[config.mk]
export PLATFORM = sky130hd
export DESIGN_NAME = mamr_top
export DESIGN_NICKNAME = d
export VERILOG_FILES = /design/src/hdl/mamr_pkg.sv /design/src/hdl/mamr_mdc_gen.sv /design/src/hdl/mamr_top.sv
export SDC_FILE = /design/constraint.sdc
export NUM_CORES = 1
export LEC_CHECK = 0
export ABC_AREA = 1
export BUFFER_PORTS_ARGS = -buffer_cell sky130_fd_sc_hd__buf_2
export CAP_MARGIN = 20
export CORE_MARGIN = 8
export CORE_UTILIZATION = 58
export CTS_BUF_LIST = sky130_fd_sc_hd__clkbuf_8
export DETAILED_ROUTE_END_ITERATION = 8
export PLACE_DENSITY = 0.78
export SLEW_MARGIN = 10
export SYNTH_ARGS = -nofsm -noshare
export SYNTH_HDL_FRONTEND = slang
export SYNTH_SLANG_ARGS = --single-unit
[constraint.sdc]
create_clock -name clk_in -period 1.5 [get_ports clk_in]
set_clock_uncertainty 0.1 [all_clocks]
set_input_delay 0.15 -clock clk_in [delete_from_list [all_inputs] [get_ports clk_in]]
set_output_delay 0.15 -clock clk_in [all_outputs]
set_load 0.01 [all_outputs]
[src/hdl/mamr_pkg.sv]
package mamr_pkg;

  // Frame field widths and codes.
  localparam int PRE_BITS = 32;
  localparam int FRAME_BITS = 64;
  localparam logic [1:0] START_CODE = 2'h1;
  localparam logic [1:0] OP_READ = 2'h2;
  localparam logic [1:0] OP_WRITE = 2'h1;
  localparam logic [1:0] TA_WRITE = 2'h2;
  localparam logic [4:0] REG_STATUS = 5'h01;
  localparam logic [4:0] REG_PARTNER = 5'h05;

  // Frame bit positions, counted from the first preamble bit.
  localparam int TA_FIRST = 46;
  localparam int DATA_FIRST = 48;
  localparam int IDLE_BIT = 64;

  // Status and partner ability fields.
  localparam int AN_DONE_BIT = 5;
  localparam int LP_100FD_BIT = 8;
  localparam int LP_100HD_BIT = 7;
  localparam int LP_10FD_BIT = 6;
  localparam int LP_10HD_BIT = 5;

  // Link clock timing in ns and in 4 ns clock cycles.
  localparam int CLK_NS = 4;
  localparam int MDC_HIGH_NS = 160;
  localparam int MDC_LOW_NS = 160;
  localparam int MDC_PERIOD_NS = 400;
  localparam int HIGH_CYC = (MDC_HIGH_NS + CLK_NS - 1) / CLK_NS;
  localparam int LOW_MIN_CYC = (MDC_LOW_NS + CLK_NS - 1) / CLK_NS;
  localparam int PERIOD_CYC = (MDC_PERIOD_NS + CLK_NS - 1) / CLK_NS;
  localparam int LOW_CYC = (PERIOD_CYC - HIGH_CYC > LOW_MIN_CYC) ? PERIOD_CYC - HIGH_CYC : LOW_MIN_CYC;
  localparam int HALF_W = 8;

  // Negotiation timeout.
  localparam longint AN_TIMEOUT_S = 5;
  localparam longint AN_TIMEOUT_CYC = AN_TIMEOUT_S * 1000000000 / CLK_NS;

  // Outcome codes.
  localparam logic [2:0] LINK_NONE = 3'h0;
  localparam logic [2:0] LINK_100FD = 3'h1;
  localparam logic [2:0] LINK_100HD = 3'h2;
  localparam logic [2:0] LINK_10FD = 3'h3;
  localparam logic [2:0] LINK_10HD = 3'h4;
  localparam logic [2:0] LINK_FAIL = 3'h7;

endpackage : mamr_pkg

[src/hdl/mamr_mdc_gen.sv]
`timescale 1ns/1ps
// Divides the core clock into the management clock. The rise and fall
// pulses mark the cycle in which the clock level changes.
module mamr_mdc_gen #(
  parameter int HIGH_CYC = mamr_pkg::HIGH_CYC,
  parameter int LOW_CYC = mamr_pkg::LOW_CYC
) (
  input wire logic clk_in,
  input wire logic resetn_in,
  input wire logic run_in,
  output logic mdc_out,
  output logic rise_out,
  output logic fall_out
);

  logic [mamr_pkg::HALF_W-1:0] cnt_q, cnt_d;
  logic mdc_q, mdc_d;
  logic rise_d, fall_d;

  always_comb begin
    cnt_d = cnt_q;
    mdc_d = mdc_q;
    rise_d = 1'b0;
    fall_d = 1'b0;
    if (!run_in) begin
      cnt_d = '0;
      mdc_d = 1'b0;
    end else if (mdc_q && cnt_q == mamr_pkg::HALF_W'(HIGH_CYC - 1)) begin
      cnt_d = '0;
      mdc_d = 1'b0;
      fall_d = 1'b1;
    end else if (!mdc_q && cnt_q == mamr_pkg::HALF_W'(LOW_CYC - 1)) begin
      cnt_d = '0;
      mdc_d = 1'b1;
      rise_d = 1'b1;
    end else begin
      cnt_d = cnt_q + 1'b1;
    end
  end

  always_ff @(posedge clk_in or negedge resetn_in) begin
    if (!resetn_in) begin
      cnt_q <= '0;
      mdc_q <= 1'b0;
      rise_out <= 1'b0;
      fall_out <= 1'b0;
    end else begin
      cnt_q <= cnt_d;
      mdc_q <= mdc_d;
      rise_out <= rise_d;
      fall_out <= fall_d;
    end
  end

  assign mdc_out = mdc_q;

endmodule : mamr_mdc_gen

[src/hdl/mamr_top.sv]
`timescale 1ns/1ps
module mamr_top #(
  parameter logic [4:0] PHY_ADDR = 5'h01,
  parameter longint TIMEOUT_CYC = mamr_pkg::AN_TIMEOUT_CYC
) (
  input wire logic clk_in,
  input wire logic resetn_in,
  input wire logic start_in,
  input wire logic pin_mode_in,
  input wire logic pin_mdc_in,
  input wire logic pin_mdio_in,
  input wire logic pin_mdio_oe_in,
  input wire logic mdio_in,
  output logic mdc_out,
  output logic mdio_out,
  output logic mdio_oe_out,
  output logic pin_mdio_level_out,
  output logic busy_out,
  output logic done_out,
  output logic [2:0] link_mode_out,
  output logic duplex_select_bit_out
);

  typedef enum logic [5:0] {
    MAMR_IDLE = 6'h01,
    MAMR_STAT = 6'h02,
    MAMR_WAIT = 6'h04,
    MAMR_PART = 6'h08,
    MAMR_DONE = 6'h10,
    MAMR_FAIL = 6'h20
  } mamr_state_t;

  ////////////////////////////////////////////////////////////////////////////
  // Input synchronisers and clock divider.

  logic mdio_s1_q, mdio_s2_q;

  always_ff @(posedge clk_in or negedge resetn_in) begin
    if (!resetn_in) begin
      mdio_s1_q <= 1'b1;
      mdio_s2_q <= 1'b1;
    end else begin
      mdio_s1_q <= mdio_in;
      mdio_s2_q <= mdio_s1_q;
    end
  end

  logic run_q, run_d;
  logic mdc_raw, rise_p, fall_p;

  mamr_mdc_gen u_mdc (
    .clk_in(clk_in),
    .resetn_in(resetn_in),
    .run_in(run_q),
    .mdc_out(mdc_raw),
    .rise_out(rise_p),
    .fall_out(fall_p)
  );

  ////////////////////////////////////////////////////////////////////////////
  // Frame shifter: one bit per link clock period.

  function automatic logic [63:0] build_read(input logic [4:0] regad);
    build_read = {{mamr_pkg::PRE_BITS{1'b1}}, mamr_pkg::START_CODE, mamr_pkg::OP_READ, PHY_ADDR, regad,
                  2'h0, 16'h0000};
  endfunction : build_read

  logic [63:0] sh_q, sh_d;
  logic [6:0] bit_q, bit_d;
  logic [15:0] rdata_q, rdata_d;
  logic frame_go, frame_end;
  logic [4:0] frame_reg;
  logic drive_q, drive_d;
  logic out_q, out_d;

  // A frame spans 64 bits plus the idle bit; the idle bit is released like the turnaround.
  always_comb begin
    sh_d = sh_q;
    bit_d = bit_q;
    rdata_d = rdata_q;
    run_d = run_q;
    drive_d = drive_q;
    out_d = out_q;
    frame_end = 1'b0;
    if (frame_go && !run_q) begin
      sh_d = build_read(frame_reg);
      bit_d = '0;
      run_d = 1'b1;
      drive_d = 1'b1;
      out_d = 1'b1;
    end else if (run_q && fall_p) begin
      // New bit presented on the falling edge so it is stable around the rise.
      bit_d = bit_q + 7'h01;
      sh_d = {sh_q[62:0], 1'b0};
      out_d = sh_q[62];
      drive_d = (bit_d < 7'(mamr_pkg::TA_FIRST));
      if (bit_q == 7'(mamr_pkg::IDLE_BIT)) begin
        run_d = 1'b0;
        drive_d = 1'b0;
        frame_end = 1'b1;
      end
    end else if (run_q && rise_p && bit_q >= 7'(mamr_pkg::DATA_FIRST) && bit_q < 7'(mamr_pkg::IDLE_BIT)) begin
      rdata_d = {rdata_q[14:0], mdio_s2_q};
    end
  end

  always_ff @(posedge clk_in or negedge resetn_in) begin
    if (!resetn_in) begin
      sh_q <= '0;
      bit_q <= '0;
      rdata_q <= '0;
      run_q <= 1'b0;
      drive_q <= 1'b0;
      out_q <= 1'b1;
    end else begin
      sh_q <= sh_d;
      bit_q <= bit_d;
      rdata_q <= rdata_d;
      run_q <= run_d;
      drive_q <= drive_d;
      out_q <= out_d;
    end
  end

  ////////////////////////////////////////////////////////////////////////////
  // Negotiation sequencer.

  mamr_state_t st_q, st_d;
  logic [39:0] tmo_q, tmo_d;
  logic [2:0] mode_q, mode_d;
  logic dm_q, dm_d;
  logic done_q, done_d;
  logic issued_q, issued_d;

  assign frame_go = (st_q == MAMR_STAT || st_q == MAMR_PART) && !issued_q;
  assign frame_reg = (st_q == MAMR_PART) ? mamr_pkg::REG_PARTNER : mamr_pkg::REG_STATUS;

  always_comb begin
    st_d = st_q;
    tmo_d = tmo_q;
    mode_d = mode_q;
    dm_d = dm_q;
    done_d = done_q;
    issued_d = issued_q;
    if (frame_go) begin
      issued_d = 1'b1;
    end
    if (st_q != MAMR_IDLE && st_q != MAMR_DONE && st_q != MAMR_FAIL) begin
      tmo_d = tmo_q + 40'h1;
    end
    case (st_q)
      MAMR_IDLE: begin
        if (start_in) begin
          st_d = MAMR_STAT;
          tmo_d = '0;
          issued_d = 1'b0;
          done_d = 1'b0;
        end
      end
      MAMR_STAT: begin
        if (frame_end) begin
          issued_d = 1'b0;
          if (rdata_q[mamr_pkg::AN_DONE_BIT]) begin
            st_d = MAMR_PART;
          end else if (tmo_q >= 40'(TIMEOUT_CYC)) begin
            st_d = MAMR_FAIL;
          end else begin
            st_d = MAMR_STAT;
          end
        end
      end
      MAMR_PART: begin
        if (frame_end) begin
          issued_d = 1'b0;
          st_d = MAMR_DONE;
          // Highest common mode wins, mirroring the transceiver's choice.
          if (rdata_q[mamr_pkg::LP_100FD_BIT]) begin
            mode_d = mamr_pkg::LINK_100FD;
            dm_d = 1'b1;
          end else if (rdata_q[mamr_pkg::LP_100HD_BIT]) begin
            mode_d = mamr_pkg::LINK_100HD;
            dm_d = 1'b0;
          end else if (rdata_q[mamr_pkg::LP_10FD_BIT]) begin
            mode_d = mamr_pkg::LINK_10FD;
            dm_d = 1'b1;
          end else if (rdata_q[mamr_pkg::LP_10HD_BIT]) begin
            mode_d = mamr_pkg::LINK_10HD;
            dm_d = 1'b0;
          end else begin
            mode_d = mamr_pkg::LINK_FAIL;
          end
        end
      end
      MAMR_DONE, MAMR_FAIL: begin
        done_d = 1'b1;
        if (st_q == MAMR_FAIL) begin
          mode_d = mamr_pkg::LINK_FAIL;
        end
        st_d = MAMR_IDLE;
      end
      default: st_d = MAMR_IDLE;
    endcase
  end

  always_ff @(posedge clk_in or negedge resetn_in) begin
    if (!resetn_in) begin
      st_q <= MAMR_IDLE;
      tmo_q <= '0;
      mode_q <= mamr_pkg::LINK_NONE;
      dm_q <= 1'b0;
      done_q <= 1'b0;
      issued_q <= 1'b0;
    end else begin
      st_q <= st_d;
      tmo_q <= tmo_d;
      mode_q <= mode_d;
      dm_q <= dm_d;
      done_q <= done_d;
      issued_q <= issued_d;
    end
  end

  ////////////////////////////////////////////////////////////////////////////
  // Pin outputs with software override.

  logic mdc_o_q, mdio_o_q, oe_o_q, lvl_q, busy_q;

  always_ff @(posedge clk_in or negedge resetn_in) begin
    if (!resetn_in) begin
      mdc_o_q <= 1'b0;
      mdio_o_q <= 1'b1;
      oe_o_q <= 1'b0;
      lvl_q <= 1'b1;
      busy_q <= 1'b0;
    end else begin
      // Override only while no frame is being shifted (run_q low), so no frame is torn apart.
      if (pin_mode_in && !run_q) begin
        mdc_o_q <= pin_mdc_in;
        mdio_o_q <= pin_mdio_in;
        oe_o_q <= pin_mdio_oe_in;
      end else begin
        mdc_o_q <= mdc_raw;
        mdio_o_q <= out_q;
        oe_o_q <= drive_q;
      end
      lvl_q <= mdio_s2_q;
      busy_q <= (st_q != MAMR_IDLE);
    end
  end

  assign mdc_out = mdc_o_q;
  assign mdio_out = mdio_o_q;
  assign mdio_oe_out = oe_o_q;
  assign pin_mdio_level_out = lvl_q;
  assign busy_out = busy_q;
  assign done_out = done_q;
  assign link_mode_out = mode_q;
  assign duplex_select_bit_out = dm_q;

  ////////////////////////////////////////////////////////////////////////////
  // Checks.

  logic [7:0] hi_cnt_q;
  always_ff @(posedge clk_in or negedge resetn_in) begin
    if (!resetn_in) begin
      hi_cnt_q <= '0;
    end else begin
      hi_cnt_q <= mdc_raw ? hi_cnt_q + 8'h01 : 8'h00;
    end
  end

  property p_high_width;
    @(posedge clk_in) disable iff (!resetn_in) $fell(mdc_raw) |-> hi_cnt_q >= 8'(mamr_pkg::HIGH_CYC);
  endproperty
  a_high_width: assert property (p_high_width) else $error("clock high too short");

  property p_pre_ones;
    @(posedge clk_in) disable iff (!resetn_in) run_q && bit_q < 7'(mamr_pkg::PRE_BITS) |-> out_q && drive_q;
  endproperty
  a_pre_ones: assert property (p_pre_ones) else $error("preamble not driven high");

  property p_release;
    @(posedge clk_in) disable iff (!resetn_in) run_q && bit_q >= 7'(mamr_pkg::TA_FIRST) |-> !drive_q;
  endproperty
  a_release: assert property (p_release) else $error("line driven after turnaround");

  // Start pattern then read code: frame bits 32 to 35 must be 0, 1, 1, 0.
  property p_start_code;
    @(posedge clk_in) disable iff (!resetn_in)
      run_q && bit_q >= 7'(mamr_pkg::PRE_BITS) && bit_q < 7'h24 |-> out_q == (bit_q == 7'h21 || bit_q == 7'h22);
  endproperty
  a_start_code: assert property (p_start_code) else $error("start or read code wrong");

  property p_change_low;
    @(posedge clk_in) disable iff (!resetn_in) run_q && $changed(out_q) |-> !mdc_raw;
  endproperty
  a_change_low: assert property (p_change_low) else $error("data changed while clock high");

  property p_fail_keeps;
    @(posedge clk_in) disable iff (!resetn_in) st_q == MAMR_FAIL |=> $stable(dm_q);
  endproperty
  a_fail_keeps: assert property (p_fail_keeps) else $error("duplex changed on failure");

  c_done: cover property (@(posedge clk_in) disable iff (!resetn_in) st_q == MAMR_DONE);
  c_fail: cover property (@(posedge clk_in) disable iff (!resetn_in) st_q == MAMR_FAIL);
  c_full: cover property (@(posedge clk_in) disable iff (!resetn_in) $rose(dm_q));

endmodule : mamr_top

==> results.md <==
- Reg2reg start: st_q[0]
- Ant diodes: 0
- Max VDD drop: 1.403 mV
- Die area: between 10000 and 15000 um^2
- Clock Pin Slew Worst Setup and Hold Paths: roughly 0.090 ns
- Pre-antenna DRT Iters: 6
- Synth cell types: between 40 and 50
- First-pass GRT wire length: 33720 um
- HP Class: input port to asynchronous set/reset pin
- CP startpoint: st_q[0]
- Total Routing Usage GR: 0.2926
- Fmax: 0.4896 GHz
- CTS Buf Count: 17
- Cells after Synth: ~800
- Synth Flop Type: dfrtp_1
- Crit-path max FO: 7
- Layout cells sized above 1: 0.4426
- Min Clock Period, post-route: 2.042 ns
- Initial Util: 0.5953
- Post-synthesis register bit count: between 100 and 150
- Most frequent cells in the layout: nand2_1, dfrtp_1, buf_4, inv_1, nor2_1
- CTS max path bufs: 2
- Area delta synth->final: 51.60%
- Syn_area_per_cell: roughly 8 um^2
- Core region area: 10890 um^2
- Crit. End Element: flip-flop
- Post-synth EDFFs: 0
- Final ANT Viol Nets: 0
- Non-filler cells, final: approximately 1200
- FF-to-FF End: sh_q[60]
- Final setup fails: around 120
- Chip width: about 120 um
- Largest net degree at the start of global routing: 35
- # H-tree levels: 4
- Die height: around 120 um
- Crit share post-route: 1.362
- Cell row count: 38
- Root Driver: clkbuf_8
- CTS sink cnt: 133
- Ys Warns: 0
- Initial DRC count: between 900 and 1000
- Final WS setup: -0.5425 ns
- Worst endpoint required time: between 1.5 and 2 ns
- PD cells: 1515 nW/um^2
- Number of max-cap violations: 0
- R2R depth: 11
- Total Routed Length: around 29000 um
- DP Cell Count: around 1000
- Area of the mapped netlist: ~6500 um^2
- CP Data Arrival Time: about 2.3 ns
- Leakage Power: about 4.5 nW
- Post-Place Setup Slack: -0.2979 ns
- Residual DRC: 0
- Initial antenna violation count: 0
- Endpoints failing hold: 0
- CTS tree: yes
- Fraction of registers with async set or reset after synthesis: 1.000
- Status: complete, but fails checks
- WL/cell: between 20 and 30 um
- I/O pin count: 18
- Remaining global-route overflow: 0
- Final HPWL DP: around 11000 um
- Commonest non-fill, non-tap cell in the layout: nand2_1
- Failing checks: negative setup slack
- Later-pin clock latency in the skew report: roughly 0.50 ns
- Worst-Margin Slew: roughly 0.45 ns
- Crit start category: flip-flop
- Synthesized Nets: slightly above 800
- PortBufs: 17
- Vias: between 7000 and 8000
- Register area share after synthesis: 0.5147
- Post-layout nets: about 1000
- Worst reg2reg setup slack: -0.54 ns
- Via/cell ratio: 6.729
- RSZ-0062 raised after global routing: yes
- Vias in the first global route: ~6800
- RePlAce Congestion: about 0.89
- Critical path class: flip-flop to flip-flop
- Max-slew violations: 0
- Worst slew margin: 0.6988
- Worst Setup EP: sh_q[60]
critical path, cell delays in order (launching register included):
cell	delay, ns
dfstp_2	0.61
nor2_4	0.07
buf_6	0.12
buf_6	0.11
nand4_4	0.08
nand2_4	0.11
nand2_8	0.12
nand2_8	0.08
buf_12	0.16
inv_12	0.08
nand2_4	0.06
o211ai_1	0.19
layout make-up:
class	instances	area [um^2]
multi-input combinational	557	3655
sequential	133	3342
timing repair buffer	185	1789
fill	388	1062
inverter	102	420.4
clock buffer	18	247.7
clock inverter	14	185.2
tap	140	175.2
timing repair inverter	1	11.26
worst min-delay path by stage:
stage          cells past startpoint  startpoint  slack (ns)        to
2_1_floorplan                      0   resetn_in       -0.25  bit_q[0]
3_3_place_gp                       1   resetn_in      -0.003  tmo_q[3]
3_5_place_dp                       1   resetn_in       0.003  sh_q[27]
4_1_cts                            2   resetn_in        0.05  sh_q[27]
5_1_grt                            2   resetn_in        0.06  tmo_q[4]
6_report                           2   resetn_in        0.04  tmo_q[4]
report_power, final:
part	total, mW	internal, mW	leakage [nW]	switching (mW)
clock	3.46	1.84	0.219	1.62
combinational	6.18	2.73	2.61	3.45
sequential	5.25	4.45	1.69	0.795
kinds of logic after synthesis:
| kind of cell | share of synthesized area |
|---|---|
| adder cells (fa/ha/maj) | 0.009653 |
| multiplexers | 0.003475 |
| XOR/XNOR | 0.01351 |
| flip-flops | 0.5147 |
| buffers and inverters | 0.07509 |
| AO/OA/AOI/OAI | 0.1098 |
| AND/OR/NAND/NOR | 0.2737 |
through the flow:
stage | cell area [um^2] | util | total power [mW] | TNS (ns) | hold WS [ns]
floorplan | 6528 | - | 6.790 | -1.147 | -0.2456
global placement | 7432 | 0.6826 | 7.736 | -10.59 | -0.003032
CTS | 9074 | 0.8334 | 12.88 | -12.24 | 0.04951
finish | 9826 | 0.9024 | 14.89 | -39.93 | 0.04118
global route | 9826 | 0.9024 | 15.21 | -45.87 | 0.06444
detailed placement | 7432 | 0.6826 | 7.927 | -15.06 | 0.003370
state kept, by name, summed over array words and instances, names as in the netlist, 3 cells and up:
register / count
sh_q: 45
tmo_q: 40
link_mode_out: 3
st_q: 5
rdata_q: 9
bit_q: 7
u_mdc.cnt_q: 8
repair_timing:
action | 4_1_cts | 5_1_grt
hold buffers | 7 | 0
buffers inserted | 35 | 32
gates cloned | 10 | 2
pin swaps | 34 | 43
gates resized for setup | 206 | 161
endpoints found under the hold margin | 132 | 0
endpoints found under the setup margin | 102 | 119
cells in the mapped netlist, drive strengths merged, types with 8 or more instances:
library cell,instances,share of area
inv,102,0.059
nand3,42,0.032
buf,14,0.013
a21oi,48,0.038
nand4,17,0.018
dfrtp,127,0.49
nand2,197,0.12
nor2,133,0.084
o211ai,15,0.017
o21ai,46,0.036
xor2,8,0.011
nor3,16,0.012
metal layers:
layer,up-vias,global-route usage,share of wire
met4,0,0.1827,0.10
met2,813,0.4971,0.46
met3,332,0.07358,0.12
met5,-,0,0
met1,3604,0.3249,0.32
li1,2989,-,-
(Power assumes the default switching activity.)
